`config.mk`:
```
export PLATFORM = sky130hd
export DESIGN_NAME = ext_irq_ahb
export DESIGN_NICKNAME = d
export VERILOG_FILES = /design/src/core/ext_irq_pkg.sv /design/src/core/pin_group_if.sv /design/src/core/pin_group_detect.sv /design/src/core/ext_irq_ahb.sv
export VERILOG_INCLUDE_DIRS = /design/src /design/src/core
export SDC_FILE = /design/constraint.sdc
export NUM_CORES = 1
export LEC_CHECK = 0
export BUFFER_PORTS_ARGS = -buffer_cell sky130_fd_sc_hd__buf_2
export CAP_MARGIN = 40
export CORE_ASPECT_RATIO = 1.4
export CORE_MARGIN = 2
export CORE_UTILIZATION = 30
export CTS_BUF_LIST = sky130_fd_sc_hd__clkbuf_16
export CTS_CLUSTER_DIAMETER = 50
export DETAILED_ROUTE_END_ITERATION = 16
export PLACE_DENSITY = 0.5
export SYNTH_ARGS = -nofsm -noshare
export SYNTH_HDL_FRONTEND = slang
export SYNTH_SLANG_ARGS = --single-unit
```
`constraint.sdc`:
```
create_clock -name clk_sys -period 4.34 [get_ports clk_sys]
set_clock_uncertainty 0.05 [all_clocks]
set_input_delay 0.651 -clock clk_sys [delete_from_list [all_inputs] [get_ports clk_sys]]
set_output_delay 0.651 -clock clk_sys [all_outputs]
set_load 0.02 [all_outputs]
```
`src/core/ext_irq_defines.svh`:
```
// Offsets, field positions, reset values and vector constants for the
// external interrupt sensitivity block. Included by bare name.
`ifndef EXT_IRQ_DEFINES_SVH
`define EXT_IRQ_DEFINES_SVH

`define OFS_EXT_IRQ_CONTROL 8'h00
`define OFS_IRQ_STATUS      8'h04
`define OFS_IRQ_CONTROL     8'h08
`define OFS_VECTOR          8'h0C
`define RST_EXT_IRQ_CONTROL 8'h00
`define BIT_TOP_ENABLE      0
`define BIT_TOP_EDGE        1
`define BIT_PORTA_INVERT    2
`define LSB_PORTAF_SENSE    3
`define BIT_PORTB_INVERT    5
`define LSB_PORTB_SENSE     6
`define NUM_SOURCES         14
`define VEC_RESET           16'hFFFE
`define VEC_TRAP            16'hFFFC
`define VEC_BASE            16'hFFFA
`define WAKE_FIXED          14'h003F

`endif

```
`src/core/ext_irq_pkg.sv`:
```
// Types shared by the external interrupt sensitivity block.
// Assumes nothing beyond the defines header.
package ext_irq_pkg;

  typedef enum logic [1:0] {
    SENSE_FALL_LOW = 2'b00,
    SENSE_RISE     = 2'b01,
    SENSE_FALL     = 2'b10,
    SENSE_BOTH     = 2'b11
  } sense_t;

  typedef enum logic [1:0] {
    BUS_IDLE  = 2'b00,
    BUS_WRITE = 2'b01,
    BUS_READ  = 2'b10
  } bus_state_t;

endpackage : ext_irq_pkg

```
`src/core/pin_group_if.sv`:
```
// Carrier between a pin group detector and the main block.
// Assumes one clock domain, clk_sys.
`timescale 1ns/1ps
interface pin_group_if #(parameter int PINS = 4);
  logic [PINS-1:0] pins;
  logic [1:0]      sense;
  logic            invert;
  logic            clear;
  logic            request;
  modport detector (input pins, input sense, input invert, input clear, output request);
  modport owner    (output pins, output sense, output invert, output clear, input request);
endinterface : pin_group_if

```
`src/core/pin_group_detect.sv`:
```
// One external pin group: synchroniser, edge and level detect, OR and latch.
// Assumes pins may be asynchronous to clk_sys and the owner pulses clear on service.
`timescale 1ns/1ps
module pin_group_detect
  import ext_irq_pkg::*;
#(
  parameter int PINS = 4
)(
  input wire logic    clk_sys,
  input wire logic    rst,
  pin_group_if.detector grp
);

  typedef struct packed {
    logic [PINS-1:0] sync1;
    logic [PINS-1:0] sync2;
    logic [PINS-1:0] prev;
    logic            latched;
  } state_t;

  state_t cur;
  state_t next_s;
  logic [PINS-1:0] rise;
  logic [PINS-1:0] fall;
  logic            edge_hit;
  logic            level_hit;

  always_comb
  begin
    next_s       = cur;
    next_s.sync1 = grp.pins;
    next_s.sync2 = cur.sync1;
    next_s.prev  = cur.sync2;
    rise         = cur.sync2 & ~cur.prev;
    fall         = ~cur.sync2 & cur.prev;
    level_hit    = 1'b0;
    edge_hit     = 1'b0;
    // Inversion swaps rise and fall; level follows
    unique case (sense_t'(grp.sense))
      SENSE_FALL_LOW:
      begin
        edge_hit  = grp.invert ? |rise : |fall;
        level_hit = grp.invert ? |cur.sync2 : |(~cur.sync2);
      end
      SENSE_RISE: edge_hit = grp.invert ? |fall : |rise;
      SENSE_FALL: edge_hit = grp.invert ? |rise : |fall;
      SENSE_BOTH: edge_hit = |(rise | fall);
    endcase
    // Set wins over clear
    if (edge_hit)
      next_s.latched = 1'b1;
    else if (grp.clear)
      next_s.latched = 1'b0;
    grp.request = cur.latched | level_hit;
  end

  always_ff @(posedge clk_sys)
  begin
    // Idle-high start, so a quiet high pin gives no low level after reset
    if (rst)
      cur <= '{sync1: '1, sync2: '1, prev: '1, latched: 1'b0};
    else
      cur <= next_s;
  end

endmodule : pin_group_detect

```
`src/core/ext_irq_ahb.sv`:
```
// AHB-Lite front end for the external interrupt sensitivity block.
// Notes on behaviour
// - Top pin vector FFFAh, wakes from both stop modes.
// - Clock time base vector FFF8h, wakes from both stop modes.
// - Four port groups use vectors FFF6h down to FFF0h, all wake.
// - Serial peripheral interface vector FFECh wakes only in slave mode.
// - PWM timer vector FFE0h wakes only on external clock.
// - Timers, serial port, voltage detector, I2C never wake.
// - Up to two independent sensitivity settings for external groups.
// - Port B field bits 7:6 select fall+low, rise, fall, both.
// - Port A/F field bits 4:3 uses the same encodings.
// - Polarity bits 5 and 2 invert the low nibble group sense.
// - Rise plus high level only on port A and B low groups.
// - Sense and polarity writes accepted only at priority level 3.
// - Changing a sense field or polarity bit clears latched port group requests.
// - Bit 1 selects top pin edge, changeable only while disabled.
// - Bit 0 enables the top pin interrupt, freely writable.
// - A spurious top pin request may appear when enable clears.
// - Control register is eight bits, read/write, resets to zero.
// - Events of pins in one group are ORed onto one line.
// - Edge events latch and clear on entering the service routine.
// Assumes a single AHB-Lite master, word transfers, and a CPU that
// drives priority bits, service strobes and peripheral requests.
`timescale 1ns/1ps
`include "ext_irq_defines.svh"
module ext_irq_ahb
  import ext_irq_pkg::*;
(
  input  wire logic        clk_sys,
  input  wire logic        rst,
  input  wire logic        hsel,
  input  wire logic [7:0]  haddr,
  input  wire logic [1:0]  htrans,
  input  wire logic        hwrite,
  input  wire logic [2:0]  hsize,
  input  wire logic [31:0] hwdata,
  input  wire logic        hready,
  output logic [31:0]      hrdata,
  output logic             hreadyout,
  output logic             hresp,
  input  wire logic        cur_prio_hi,
  input  wire logic        cur_prio_lo,
  input  wire logic [3:0]  porta_pins,
  input  wire logic [2:0]  portf_pins,
  input  wire logic [3:0]  portb_lo_pins,
  input  wire logic [3:0]  portb_hi_pins,
  input  wire logic        top_pin,
  input  wire logic [7:0]  periph_irq,
  input  wire logic        spi_slave_mode,
  input  wire logic        pwm_ext_clock,
  input  wire logic        trap_req,
  input  wire logic        reset_req,
  input  wire logic        service_ack,
  input  wire logic        in_stop_mode,
  output logic             top_level_pin_irq,
  output logic             porta_low_group_irq,
  output logic             portf_low_group_irq,
  output logic             portb_low_group_irq,
  output logic             portb_high_group_irq,
  output logic             irq_pending,
  output logic [15:0]      irq_vector,
  output logic             wake_req
);

  typedef struct packed {
    bus_state_t  bus;
    logic [7:0]  addr;
    logic [7:0]  ctrl;
    logic        clear_pend;
    logic [2:0]  top_sync;
    logic        top_latched;
    logic [31:0] hrdata;
    logic        top_irq;
    logic [3:0]  grp_irq;
    logic        pending;
    logic [15:0] vector;
    logic        wake;
  } state_t;

  state_t cur;
  state_t next_s;

  pin_group_if #(.PINS(4)) g_pa ();
  pin_group_if #(.PINS(3)) g_pf ();
  pin_group_if #(.PINS(4)) g_pbl ();
  pin_group_if #(.PINS(4)) g_pbh ();

  // Sources 2..5 are the pin groups; 6 is unused
  logic [`NUM_SOURCES-1:0] src;
  logic [`NUM_SOURCES-1:0] wake_mask;
  logic                    level3;
  logic                    top_edge;
  logic [7:0]              wdata;
  logic [7:0]              new_ctrl;

  pin_group_detect #(.PINS(4)) u_pa  (.clk_sys(clk_sys), .rst(rst), .grp(g_pa));
  pin_group_detect #(.PINS(3)) u_pf  (.clk_sys(clk_sys), .rst(rst), .grp(g_pf));
  pin_group_detect #(.PINS(4)) u_pbl (.clk_sys(clk_sys), .rst(rst), .grp(g_pbl));
  pin_group_detect #(.PINS(4)) u_pbh (.clk_sys(clk_sys), .rst(rst), .grp(g_pbh));

  // Lowest index wins; one encoder serves both vector and wake choice
  function automatic logic [15:0] pick_vector(input logic [`NUM_SOURCES-1:0] req);
    logic [15:0] v;
    v = 16'h0000;
    for (int i = `NUM_SOURCES - 1; i >= 0; i--)
      if (req[i])
        v = 16'(`VEC_BASE - 16'(2 * i));
    return v;
  endfunction : pick_vector

  assign g_pa.pins   = porta_pins;
  assign g_pa.sense  = cur.ctrl[`LSB_PORTAF_SENSE +: 2];
  assign g_pa.invert = cur.ctrl[`BIT_PORTA_INVERT];
  assign g_pa.clear  = cur.clear_pend | (service_ack && irq_vector == 16'hFFF6);
  assign g_pf.pins   = portf_pins;
  assign g_pf.sense  = cur.ctrl[`LSB_PORTAF_SENSE +: 2];
  assign g_pf.invert = 1'b0;
  assign g_pf.clear  = cur.clear_pend | (service_ack && irq_vector == 16'hFFF4);
  assign g_pbl.pins   = portb_lo_pins;
  assign g_pbl.sense  = cur.ctrl[`LSB_PORTB_SENSE +: 2];
  assign g_pbl.invert = cur.ctrl[`BIT_PORTB_INVERT];
  assign g_pbl.clear  = cur.clear_pend | (service_ack && irq_vector == 16'hFFF2);
  assign g_pbh.pins   = portb_hi_pins;
  assign g_pbh.sense  = cur.ctrl[`LSB_PORTB_SENSE +: 2];
  assign g_pbh.invert = 1'b0;
  assign g_pbh.clear  = cur.clear_pend | (service_ack && irq_vector == 16'hFFF0);

  always_comb
  begin
    next_s            = cur;
    next_s.clear_pend = 1'b0;
    level3            = cur_prio_hi & cur_prio_lo;
    wdata             = hwdata[7:0];
    new_ctrl          = cur.ctrl;
    // Bus address phase
    if (hsel && hready && htrans[1])
    begin
      next_s.addr = haddr;
      next_s.bus  = hwrite ? BUS_WRITE : BUS_READ;
    end
    else if (hready)
      next_s.bus = BUS_IDLE;
    // Data phase write
    if (cur.bus == BUS_WRITE && cur.addr == `OFS_EXT_IRQ_CONTROL)
    begin
      new_ctrl[`BIT_TOP_ENABLE] = wdata[`BIT_TOP_ENABLE];
      if (!cur.ctrl[`BIT_TOP_ENABLE])
        new_ctrl[`BIT_TOP_EDGE] = wdata[`BIT_TOP_EDGE];
      if (level3)
        new_ctrl[7:2] = wdata[7:2];
      if (new_ctrl[7:2] != cur.ctrl[7:2])
        next_s.clear_pend = 1'b1;
      next_s.ctrl = new_ctrl;
    end
    // Top pin: sync, edge select, latch
    next_s.top_sync = {cur.top_sync[1:0], top_pin};
    top_edge = cur.ctrl[`BIT_TOP_EDGE] ? (cur.top_sync[1] & ~cur.top_sync[2])
                                       : (~cur.top_sync[1] & cur.top_sync[2]);
    // Clearing enable drops the latch a cycle late, so one stale request
    // may still show; the CPU side must accept it
    if (top_edge && cur.ctrl[`BIT_TOP_ENABLE])
      next_s.top_latched = 1'b1;
    else if (service_ack && cur.vector == `VEC_BASE)
      next_s.top_latched = 1'b0;
    else if (!cur.ctrl[`BIT_TOP_ENABLE])
      next_s.top_latched = 1'b0;
    src     = {periph_irq[7:1], 1'b0, g_pbh.request, g_pbl.request, g_pf.request,
               g_pa.request, periph_irq[0], cur.top_latched};
    wake_mask    = `WAKE_FIXED;
    wake_mask[7] = spi_slave_mode;
    wake_mask[13] = pwm_ext_clock;
    next_s.top_irq = cur.top_latched;
    next_s.grp_irq = {g_pbh.request, g_pbl.request, g_pf.request, g_pa.request};
    // In stop a pending request must be one that can be chosen
    next_s.pending = reset_req | trap_req | (in_stop_mode ? |(src & wake_mask) : |src);
    // In stop, reset and trap still come first; after them only waking sources may be chosen
    if (reset_req)
      next_s.vector = `VEC_RESET;
    else if (trap_req)
      next_s.vector = `VEC_TRAP;
    else if (in_stop_mode)
      next_s.vector = pick_vector(src & wake_mask);
    else
      next_s.vector = pick_vector(src);
    next_s.wake = |(src & wake_mask);
    // Read data
    unique case (next_s.addr)
      `OFS_EXT_IRQ_CONTROL: next_s.hrdata = {24'h000000, next_s.ctrl};
      `OFS_IRQ_STATUS:      next_s.hrdata = {18'h00000, src};
      `OFS_VECTOR:          next_s.hrdata = {16'h0000, cur.vector};
      default:              next_s.hrdata = 32'h00000000;
    endcase
  end

  always_ff @(posedge clk_sys)
  begin
    if (rst)
      cur <= '0;
    else
      cur <= next_s;
  end

  assign hrdata               = cur.hrdata;
  assign hreadyout            = 1'b1;
  assign hresp                = 1'b0;
  assign top_level_pin_irq    = cur.top_irq;
  assign porta_low_group_irq  = cur.grp_irq[0];
  assign portf_low_group_irq  = cur.grp_irq[1];
  assign portb_low_group_irq  = cur.grp_irq[2];
  assign portb_high_group_irq = cur.grp_irq[3];
  assign irq_pending          = cur.pending;
  assign irq_vector           = cur.vector;
  assign wake_req             = cur.wake;

endmodule : ext_irq_ahb

```
==> results.md, run 1 <==
* Synth top area share at 43.2%
* CP max stage cell: nor4b_2
* Die area at 16300 sq um
* Clock root cell: clkbuf_16
* Via/cell ratio at 4.56
* Post-CTS Repair Setup Buffers at 0
* Placed Cells at 737
* Num CTS Buffers at 9
* Fin. Hold Viols at 0
* Final setup TNS at 0 ps
* Crit path kind: register to register
* Cell count after synthesis at 500
* Crit path DAT at 2280 ps
* Post-synthesis sequential area ratio at 43.2%
* P&R area growth vs syn at 14.2%
* Crit. End Element: register
* Avg Cell Area, Syn at 9.18 sq um
* Largest cells by area after synthesis: dfxtp_1 43%, buf_4 8.3%, ha_1 8.2%
* Cts hold-fix bufs at 0
* Clk_lat worst skew at 350 ps
* Largest net degree at the start of global routing at 72
* Core box area at 15000 sq um
* TritonCTS clock tree: done
* Clk slew on worst S/H paths at 70 ps
* Hpwl dp at 7.70 mm
* Synth Area in Compound Gates at 10.4%
* Static leakage at 2.48 nW
* Gp weighted congestion at 0.795
* Row cnt at 53
* Fill cell count at 1591
* TritonRoute pass-1 iters at 4
* XOR/XNOR Fraction of Synth Area at 1.15%
* Yosys reg bits at 99
* Number of synthesized flops with an enable pin at 0
* Synthesis warning total at 0
* Worst Hold Class: register to register
* Fin cells at 754
* CP max stage delay at 530 ps
* Starting DRT DRC Count at 68
* Simple-gate share of the synthesized area at 20.9%
* CTS resizes at 0
* CTS Sinks at 99
* Worst-Margin Slew at 652 ps
* Max Cap Viol at 0
* Port Buffer Count at 91
* Starting Density at 30.6%
* GRT overflow at 0
* Status: finished clean
* CP top delay family: simple AND/OR/NAND/NOR gates
* Post-Synthesis Cell Area at 4590 sq um
* # DRC at 0
* Share of post-route cells with drive strength above 1 at 27.8%
* F_max at 487 MHz
* Critical-path cell list: nor4b_2, nand4_2, mux2i_1, or2_2, a31oi_1
* VDD IR max at 188 uV
* Max clock buf depth at 2
* Mux contribution to synthesized area at 3.22%
* DR vias at 3441
* Minimum clock period at 2050 ps
* CP Max Fanout at 6
* RSZ-0062 raised after global routing: no
* Gr usage total at 12.8%
* NumNets Final at 668
* Routed Antenna Nets at 0
* Avg WL per Cell at 13.5 um
* Largest family of logic cells by synthesized area: simple AND/OR/NAND/NOR gates
* # IOs at 139
* Pwr/cell area at 385 nW/um^2
* Synth area leader: dfxtp_1
* Die W at 109 um
* Initial antenna violation count at 2
* Top_reg_cell synth: dfxtp_1
* Setup Viol. Count Final at 0
* Vias in the first global route at 3231
* Worst Setup Start Kind: register
* Data required time of the worst path at 4570 ps
* H-Tree Depth at 3
* Die height at 150 um
* Final period util at 47.3%
* Global-route wire length before repair at 16.0 mm
* Rel. slew slack at 56.5%
* Routed WL at 10.2 mm
* Fin. max-slew vios at 0
* Cell variety after synth at 60
* CP Buf/Inv Count at 0
* Synth Area in Adders at 8.18%
* Ys async rst share at 0%
==> worst reg2reg max path, delay by kind of cell (launching register included) <==
family	cells	cell delay [ps]
flip-flops	1	380
multiplexers	1	230
AO/OA/AOI/OAI	1	140
AND/OR/NAND/NOR	3	1190
==> report_power, final <==
group	total, mW	switching [mW]	internal [mW]
logic	0.222	0.134	0.0872
registers	0.968	0.0252	0.943
clock network	0.827	0.370	0.457
==> cells by family (layout without fill, tap and decap cells) <==
group | count (synthesis) | after routing
simple gates | 176 | 176
mux | 13 | 13
buf+inv | 105 | 149
fa+ha+maj | 30 | 30
flops | 99 | 99
compound gates | 69 | 69
other cells | 2 | 20
xor+xnor | 6 | 6
==> layout by cell type, fill, tap and decap left out, types with 2 or more instances in the layout <==
cell,instances
nand4_1,5
a31oi_1,10
inv_1,38
or4_1,2
o221ai_1,3
nor3_1,3
buf_4,3
a311oi_1,3
dfxtp_1,99
o21ai_0,5
nand3_1,9
xnor2_1,2
or2_1,4
buf_2,91
a2bb2oi_1,4
nor2b_1,4
nand2b_1,4
nand2_1,49
ha_1,30
nand3_2,2
and3_1,3
a21o_1,2
nand3b_1,3
xor2_1,4
mux2i_1,10
or3_1,2
clkinv_4,2
a22oi_1,2
a21oi_1,24
inv_6,2
nor2_1,33
conb_1,19
o22ai_1,3
nor4_1,11
o211ai_1,3
or2_2,31
clkbuf_16,9
==> flip-flops by register name, summed over array words and instances, names as in the netlist <==
signal	flops
irq_vector	5
portf_low_group_irq	1
irq_pending	1
portb_high_group_irq	1
porta_low_group_irq	1
u_pa.cur	13
top_level_pin_irq	1
u_pf.cur	10
hrdata	15
cur	23
wake_req	1
u_pbh.cur	13
u_pbl.cur	13
portb_low_group_irq	1
==> Yosys cell counts (all sizes together) (2+ instances only) <==
cell type	instances
or3	2
buf	53
a22oi	2
xor2	4
nand3b	3
nor2b	4
nand2b	4
o21ai	5
a21oi	24
ha	30
or4	2
a31oi	10
xnor2	2
nor2	33
o221ai	3
clkbuf	13
nand2	49
a21o	2
o22ai	3
or2	35
nand3	11
dfxtp	99
a2bb2oi	4
nor3	4
and2	2
and3	3
nand4	6
a311oi	4
o211ai	3
nor4b	2
conb	2
or3b	2
inv	38
nor4	12
mux2i	12
==> through the flow <==
step / hold slack [ps] / setup slack [ps] / util [%] / area (sq um) / power [mW]
final: 361 / 2290 / 35.0 / 5240 / 2.02
after global routing: 378 / 2120 / 35.0 / 5240 / 2.11
after CTS: 364 / 2270 / 35.0 / 5240 / 2.05
after detailed placement: 347 / 1960 / 32.9 / 4930 / 1.21
after global placement: 344 / 1810 / 32.8 / 4920 / 1.21
after floorplan: 339 / 2450 / - / 4650 / 1.15
==> area by class of cell <==
| class | count | area, sq um | share of cell area [%] |
|---|---|---|---|
| multi-input combinational | 313 | 2080 | 39.7 |
| sequential | 99 | 1980 | 37.8 |
| timing repair buffer | 94 | 478 | 9.12 |
| clock buffer | 9 | 225 | 4.30 |
| antenna | 1 | 2.50 | 0.0477 |
| inverter | 39 | 146 | 2.79 |
| clock inverter | 7 | 83.8 | 1.60 |
| tap | 192 | 240 | 4.58 |
==> per-layer routing <==
layer  share of wire, %  vias to the layer above  track usage (%)  wire, um
met5               0.13                        -                0        13
met4                2.6                        2             6.22       267
met3                6.3                       19             3.77       639
met2                 51                      101             21.9      5180
met1                 40                     1595             14.2      4050
li1                   -                     1724                -         -
==> path summary, 6_finish.rpt <==
kind | from | slack (ps) | end | cells after the start
setup / recovery | cur[71] | 2290 | hrdata[4] | 5
setup reg to reg | cur[71] | 2290 | hrdata[4] | 5
hold / removal | u_pbl.cur[10] | 360 | u_pbl.cur[6] | 1
hold reg to reg | u_pbl.cur[10] | 360 | u_pbl.cur[6] | 1
Power figures use the tool's default switching activity.
==> run 2: changes to the inputs <==
ABC_AREA = 1   (was not set)
clock period = 1.9 ns   (was 4.34 ns; I/O delays follow)
==> results.md, run 2 <==
* Most common cell after layout, fill and taps aside: nand2_1
* Crit path kind: register to register
* Yosys reg bits at 99 (unchanged)
* Num CTS Buffers at 9 (unchanged)
* Cell variety after synth at 41 (-32%)
* Setup Viol. Count Final at 0 (unchanged)
* TritonRoute pass-1 iters at 5 (+1)
* Hold_ws at 68.0 ps (-293 ps)
* Worst Setup Start Kind: register
* Core box area at 15500 sq um (+3.7%)
* H-Tree Depth at 3 (unchanged)
* Share of post-route cells with drive strength above 1 at 23.9% (-3.9 points)
* Die area at 16900 sq um (+3.3%)
* Starting DRT DRC Count at 149 (+120%)
* Top post-synthesis cells by count: 109 x nand2_1, 99 x dfxtp_1, 97 x inv_1, 68 x nor2_1, 50 x buf_4
* Fill cell count at 1688 (+6.1%)
* Register bank with the most flops: cur
* CTS Sinks at 99 (unchanged)
* Placed Cells at 874 (+19%)
* # IOs at 139 (unchanged)
* Global-route wire length before repair at 17.6 mm (+10%)
* Crit path DAT at 1880 ps (-400 ps)
* Final period util at 86.6% (+39 points)
* CP Max Fanout at 10 (+4)
* Clk slew on worst S/H paths at 70 ps (about the same)
* Number of synthesized flops with an enable pin at 0 (unchanged)
* Routed WL at 10.8 mm (+6.0%)
* NumNets Final at 802 (+20%)
* Top_reg_cell synth: dfxtp_1
* Fin. max-slew vios at 0 (unchanged)
* Routed Antenna Nets at 0 (unchanged)
* Gp weighted congestion at 0.804 (+1.1%)
* Ys async rst share at 0% (unchanged)
* Post-Synthesis Cell Area at 4750 sq um (+3.4%)
* Synth top area share at 41.8% (-1.4 points)
* Top Usage Layer GRT: met2
* Clock root cell: clkbuf_16
* GRT overflow at 0 (unchanged)
* Row cnt at 54 (+1.9%)
* Global Route met3 Usage at 3.07% (-0.70 points)
* Static leakage at 2.91 nW (+17%)
* Reg2Reg Capture Point: hrdata[5]
* Die W at 110 um (+1.6%)
* Worst flop-to-flop path startpoint: cur[74]
* Minimum clock period at 1640 ps (-409 ps)
* Synth area leader: dfxtp_1
* Port Buffer Count at 91 (unchanged)
* Clk_lat worst skew at 340 ps (about the same)
* VDD IR max at 374 uV (+99%)
* Register-to-register setup slack at 260 ps (-2030 ps)
* Worst Setup SP: cur[74]
* Post-synthesis sequential area ratio at 41.8% (-1.4 points)
* Gr usage total at 13.3% (+0.58 points)
* Fin cells at 891 (+18%)
* Most frequent cells in the layout: 109 x nand2_1, 99 x dfxtp_1, 97 x inv_1
* Crit. End Element: register
* TritonCTS clock tree: done
* Cell count after synthesis at 614 (+23%)
* P&R area growth vs syn at 16.8%
* Synthesis warning total at 0 (unchanged)
* DR vias at 3818 (+11%)
* Placed cell area at 5230 sq um (+6.1%)
* End of the critical path: hrdata[5]
* Status: finished clean
* F_max at 608 MHz (+25%)
* Die height at 153 um (+1.6%)
* Largest net degree at the start of global routing at 41 (-43%)
* Cts hold-fix bufs at 0 (unchanged)
* GR Util met1 at 15.6% (+1.4 points)
* Antenna diodes at 0 (-1)
* Largest cells by area after synthesis: dfxtp_1 42%, nand2_1 8.6%, buf_4 7.9%
* Max Cap Viol at 0 (unchanged)
* Most frequent cell after synthesis: nand2_1
* Avg WL per Cell at 12.1 um (-10%)
* Met2 Usage GRT at 23.4% (+1.5 points)
* Pwr Total at 4.66 mW (+130%)
* Via/cell ratio at 4.29 (-6.1%)
* Starting Density at 30.5% (-0.083 points)
* Vias in the first global route at 3768 (+17%)
* Avg Cell Area, Syn at 7.73 sq um (-16%)
* Max clock buf depth at 2 (unchanged)
* Fin. Hold Viols at 0 (unchanged)
* RSZ-0062 raised after global routing: no
* FF-to-FF path depth at 10 (+5)
* Initial antenna violation count at 0 (-2)
* Worst Hold Class: input port to register
* Hpwl dp at 8.40 mm (+9.0%)
* Pwr/cell area at 841 nW/um^2 (+120%)
* # DRC at 0 (unchanged)
* Data required time of the worst path at 2130 ps (-2440 ps)
* Final Cell Area at 5540 sq um (+5.7%)
* Max reg flops at 23 (unchanged)
run 2: report_power, final:
| group | leakage (nW) | internal [mW] | total, mW | switching [mW] |
|---|---|---|---|---|
| clock network | 0.138 | 1.03 | 1.84 | 0.809 |
| logic | 1.96 | 0.231 | 0.620 | 0.389 |
| registers | 0.813 | 2.16 | 2.20 | 0.0450 |
run 2: worst min-delay path by stage:
stage,depth (start not counted),endpoint,start
3_3_place_gp,1,u_pbh.cur[8],u_pbh.cur[12]
4_1_cts,2,u_pf.cur[7],portf_pins[0]
2_1_floorplan,2,cur[57],cur[56]
6_report,2,u_pf.cur[7],portf_pins[0]
5_1_grt,2,u_pbl.cur[12],portb_lo_pins[3]
3_5_place_dp,1,u_pbl.cur[6],u_pbl.cur[10]
run 2: stage by stage:
| stage | setup slack, ps | utilization (%) | setup TNS (ps) |
|---|---|---|---|
| after floorplan | 260 | - | 0 |
| after global placement | -32.5 | 33.7 | -34.7 |
| after detailed placement | -70.2 | 33.7 | -507 |
| after CTS | 156 | 35.6 | 0 |
| after global routing | 20.0 | 35.7 | 0 |
| final | 255 | 35.7 | 0 |
run 2: kinds of logic after synthesis:
family | after synthesis | synth area share [%]
simple gates | 260 | 24.8
mux | 1 | 0.211
flops | 99 | 41.8
compound gates | 60 | 7.70
fa+ha+maj | 30 | 7.91
other cells | 2 | 0.158
buf+inv | 159 | 16.9
xor+xnor | 3 | 0.554
run 2: cell type report:
type                    count  area [sq um]  share of cell area, %
clock inverters             7          76.3                   1.38
inverters                  98           368                   6.64
well taps                 196           245                   4.43
flip-flops and latches     99          1980                   35.8
clock buffers               9           225                   4.06
repair buffers            109           616                   11.1
multi-input cells         373          2030                   36.6
run 2: critical path, cell delays in order (launching register included):
cell	delay, ps
dfxtp_1	300
inv_1	70
nand2_1	50
o21ai_0	110
nand2_1	140
nor3_4	180
buf_4	180
nand3_2	200
o21ai_0	150
nor2_1	70
nor2_1	80
run 2: repair_timing:
action	4_1_cts	5_1_grt
buffers inserted	0	1
gates resized for setup	0	1
endpoints found under the setup margin	0	4
run 2: routing by layer:
metal | wire [um] | up-vias
met5 | 0 | -
li1 | - | 1999
met3 | 511 | 18
met1 | 4610 | 1705
met4 | 266 | 0
met2 | 5370 | 96
==> run 3: changes to the inputs <==
ABC_AREA = not set   (was 1)
==> results.md, run 3 (synthesis results as in run 1) <==
* P&R area growth vs syn at 18.3%
* Most frequent cells in the layout: 98 x dfxtp_1, 91 x buf_2, 48 x nand2_1
* Status: finished clean
* Data required time of the worst path at 2070 ps (-60 ps)
* Vias in the first global route at 3353 (-11%)
* DR vias at 3499 (-8.4%)
* Global-route wire length before repair at 16.6 mm (-5.3%)
* FF-to-FF path depth at 5 (-5)
* Crit path DAT at 1990 ps (+110 ps)
* Max clock buf depth at 2 (unchanged)
* NumNets Final at 692 (-14%)
* F_max at 550 MHz (-9.6%)
* Worst-Margin Slew at 567 ps
* Pwr Total at 4.57 mW (-2.1%)
* Wire length on met1 at 4.21 mm (-8.5%)
* Row cnt at 53 (-1.9%)
* DR top layer: met5
* Die area at 16300 sq um (-3.2%)
* Core box area at 15000 sq um (-3.6%)
* Worst Hold Class: input port to register
* Clk slew on worst S/H paths at 80 ps (about the same)
* Num CTS Buffers at 9 (unchanged)
* Placed Cells at 760 (-13%)
* Routed Antenna Nets at 0 (unchanged)
* Largest net degree at the start of global routing at 58 (+41%)
* Die height at 150 um (-1.6%)
* TritonCTS clock tree: done
* Max Cap Viol at 0 (unchanged)
* Routed length on met2 at 5.37 mm (about the same)
* Rel. slew slack at 61.8%
* CP Max Fanout at 5 (-5)
* Avg WL per Cell at 13.3 um (+10%)
* Starting DRT DRC Count at 93 (-38%)
* Max reg flops at 23 (unchanged)
* RSZ-0062 raised after global routing: yes
* Starting Density at 30.6% (+0.083 points)
* Port Buffer Count at 91 (unchanged)
* Worst flop-to-flop path startpoint: u_pa.cur[0]
* Hold_sp: porta_pins[1]
* Setup Viol. Count Final at 0 (unchanged)
* Gp weighted congestion at 0.816 (+1.5%)
* Register bank with the most flops: cur
* VDD IR max at 368 uV (-1.8%)
* Die W at 109 um (-1.6%)
* Pwr/cell area at 841 nW/um^2 (about the same)
* Final period util at 95.7% (+9.2 points)
* Hold_ws at 58.8 ps (-9.16 ps)
* Via/cell ratio at 4.49 (+4.8%)
* Share of post-route cells with drive strength above 1 at 31.5% (+7.6 points)
* DR WL met3 at 567 um (+11%)
* Crit. End Element: register
* Minimum clock period at 1820 ps (+174 ps)
* TritonRoute pass-1 iters at 4 (-1)
* Fin. max-slew vios at 0 (unchanged)
* Fill cell count at 1591 (-5.7%)
* Most common cell after layout, fill and taps aside: dfxtp_1
* GRT overflow at 0 (unchanged)
* Final setup TNS at 0 ps (unchanged)
* # IOs at 139 (unchanged)
* Routed WL at 10.4 mm (-3.5%)
* Cts hold-fix bufs at 0 (unchanged)
* Fin cells at 779 (-13%)
* Clock root cell: clkbuf_16
* Gr usage total at 13.3% (-0.017 points)
* # DRC at 0 (unchanged)
* Crit path kind: register to register
* Clk_lat worst skew at 360 ps (+20 ps)
* H-Tree Depth at 3 (unchanged)
* Register-to-register setup slack at 80 ps (-170 ps)
* CTS Sinks at 99 (unchanged)
* Final Util at 36.2% (+0.56 points)
* End of the critical path: irq_pending
* Hpwl dp at 8.05 mm (-4.2%)
* Fin. Hold Viols at 0 (unchanged)
* Initial antenna violation count at 3 (+3)
* Static leakage at 2.60 nW (-11%)
* Reg2Reg Capture Point: irq_pending
* Worst Setup SP: u_pa.cur[0]
* Worst Setup Start Kind: register
## run 3: worst min-delay path by stage
| stage | to | depth (start not counted) |
|---|---|---|
| 2_1_floorplan | u_pa.cur[10] | 1 |
| 6_report | u_pa.cur[10] | 2 |
| 5_1_grt | u_pbl.cur[11] | 2 |
| 3_5_place_dp | u_pbh.cur[6] | 1 |
| 3_3_place_gp | u_pa.cur[8] | 1 |
| 4_1_cts | u_pa.cur[10] | 2 |
## run 3: what timing repair did
action / in CTS / in global routing
resized for setup: 0 / 6
setup endpoints to repair: 0 / 7
buffers inserted: 0 / 1
## run 3: final cells by class
| type | instances | area (sq um) | share of cell area, % |
|---|---|---|---|
| flip-flops and latches | 99 | 1980 | 36.5 |
| diodes | 2 | 5.00 | 0.0922 |
| clock buffers | 9 | 225 | 4.15 |
| multi-input cells | 313 | 2100 | 38.6 |
| clock inverters | 7 | 70.1 | 1.29 |
| repair buffers | 118 | 662 | 12.2 |
| inverters | 39 | 146 | 2.70 |
| well taps | 192 | 240 | 4.43 |
## run 3: per-stage QoR
stage / instance area (sq um) / worst slack [ps]
4_1_cts: 5400 / 57.1
6_report: 5430 / 80.9
5_1_grt: 5430 / -37.4
3_5_place_dp: 5100 / 56.1
3_3_place_gp: 5100 / 70.0
2_1_floorplan: 4650 / 219
## run 3: power breakdown
part           leakage, nW  internal, mW  switching [mW]
Clock                0.142         0.925           0.884
Combinational         1.64         0.229           0.323
Sequential           0.814          2.15          0.0516
## run 3: per-layer routing
metal  up-vias  GRT usage (%)
met1      1622           14.9
met2        86           23.9
met5         -              0
met3        17           3.20
li1       1772              -
met4         2           5.38
## run 3: worst max-delay path: stages, from the launching register on
cell and delay [ps]:
dfxtp_1 310, or4b_1 530, nor3_2 150, a311oi_2 120, nor4b_4 380, a31oi_1 140
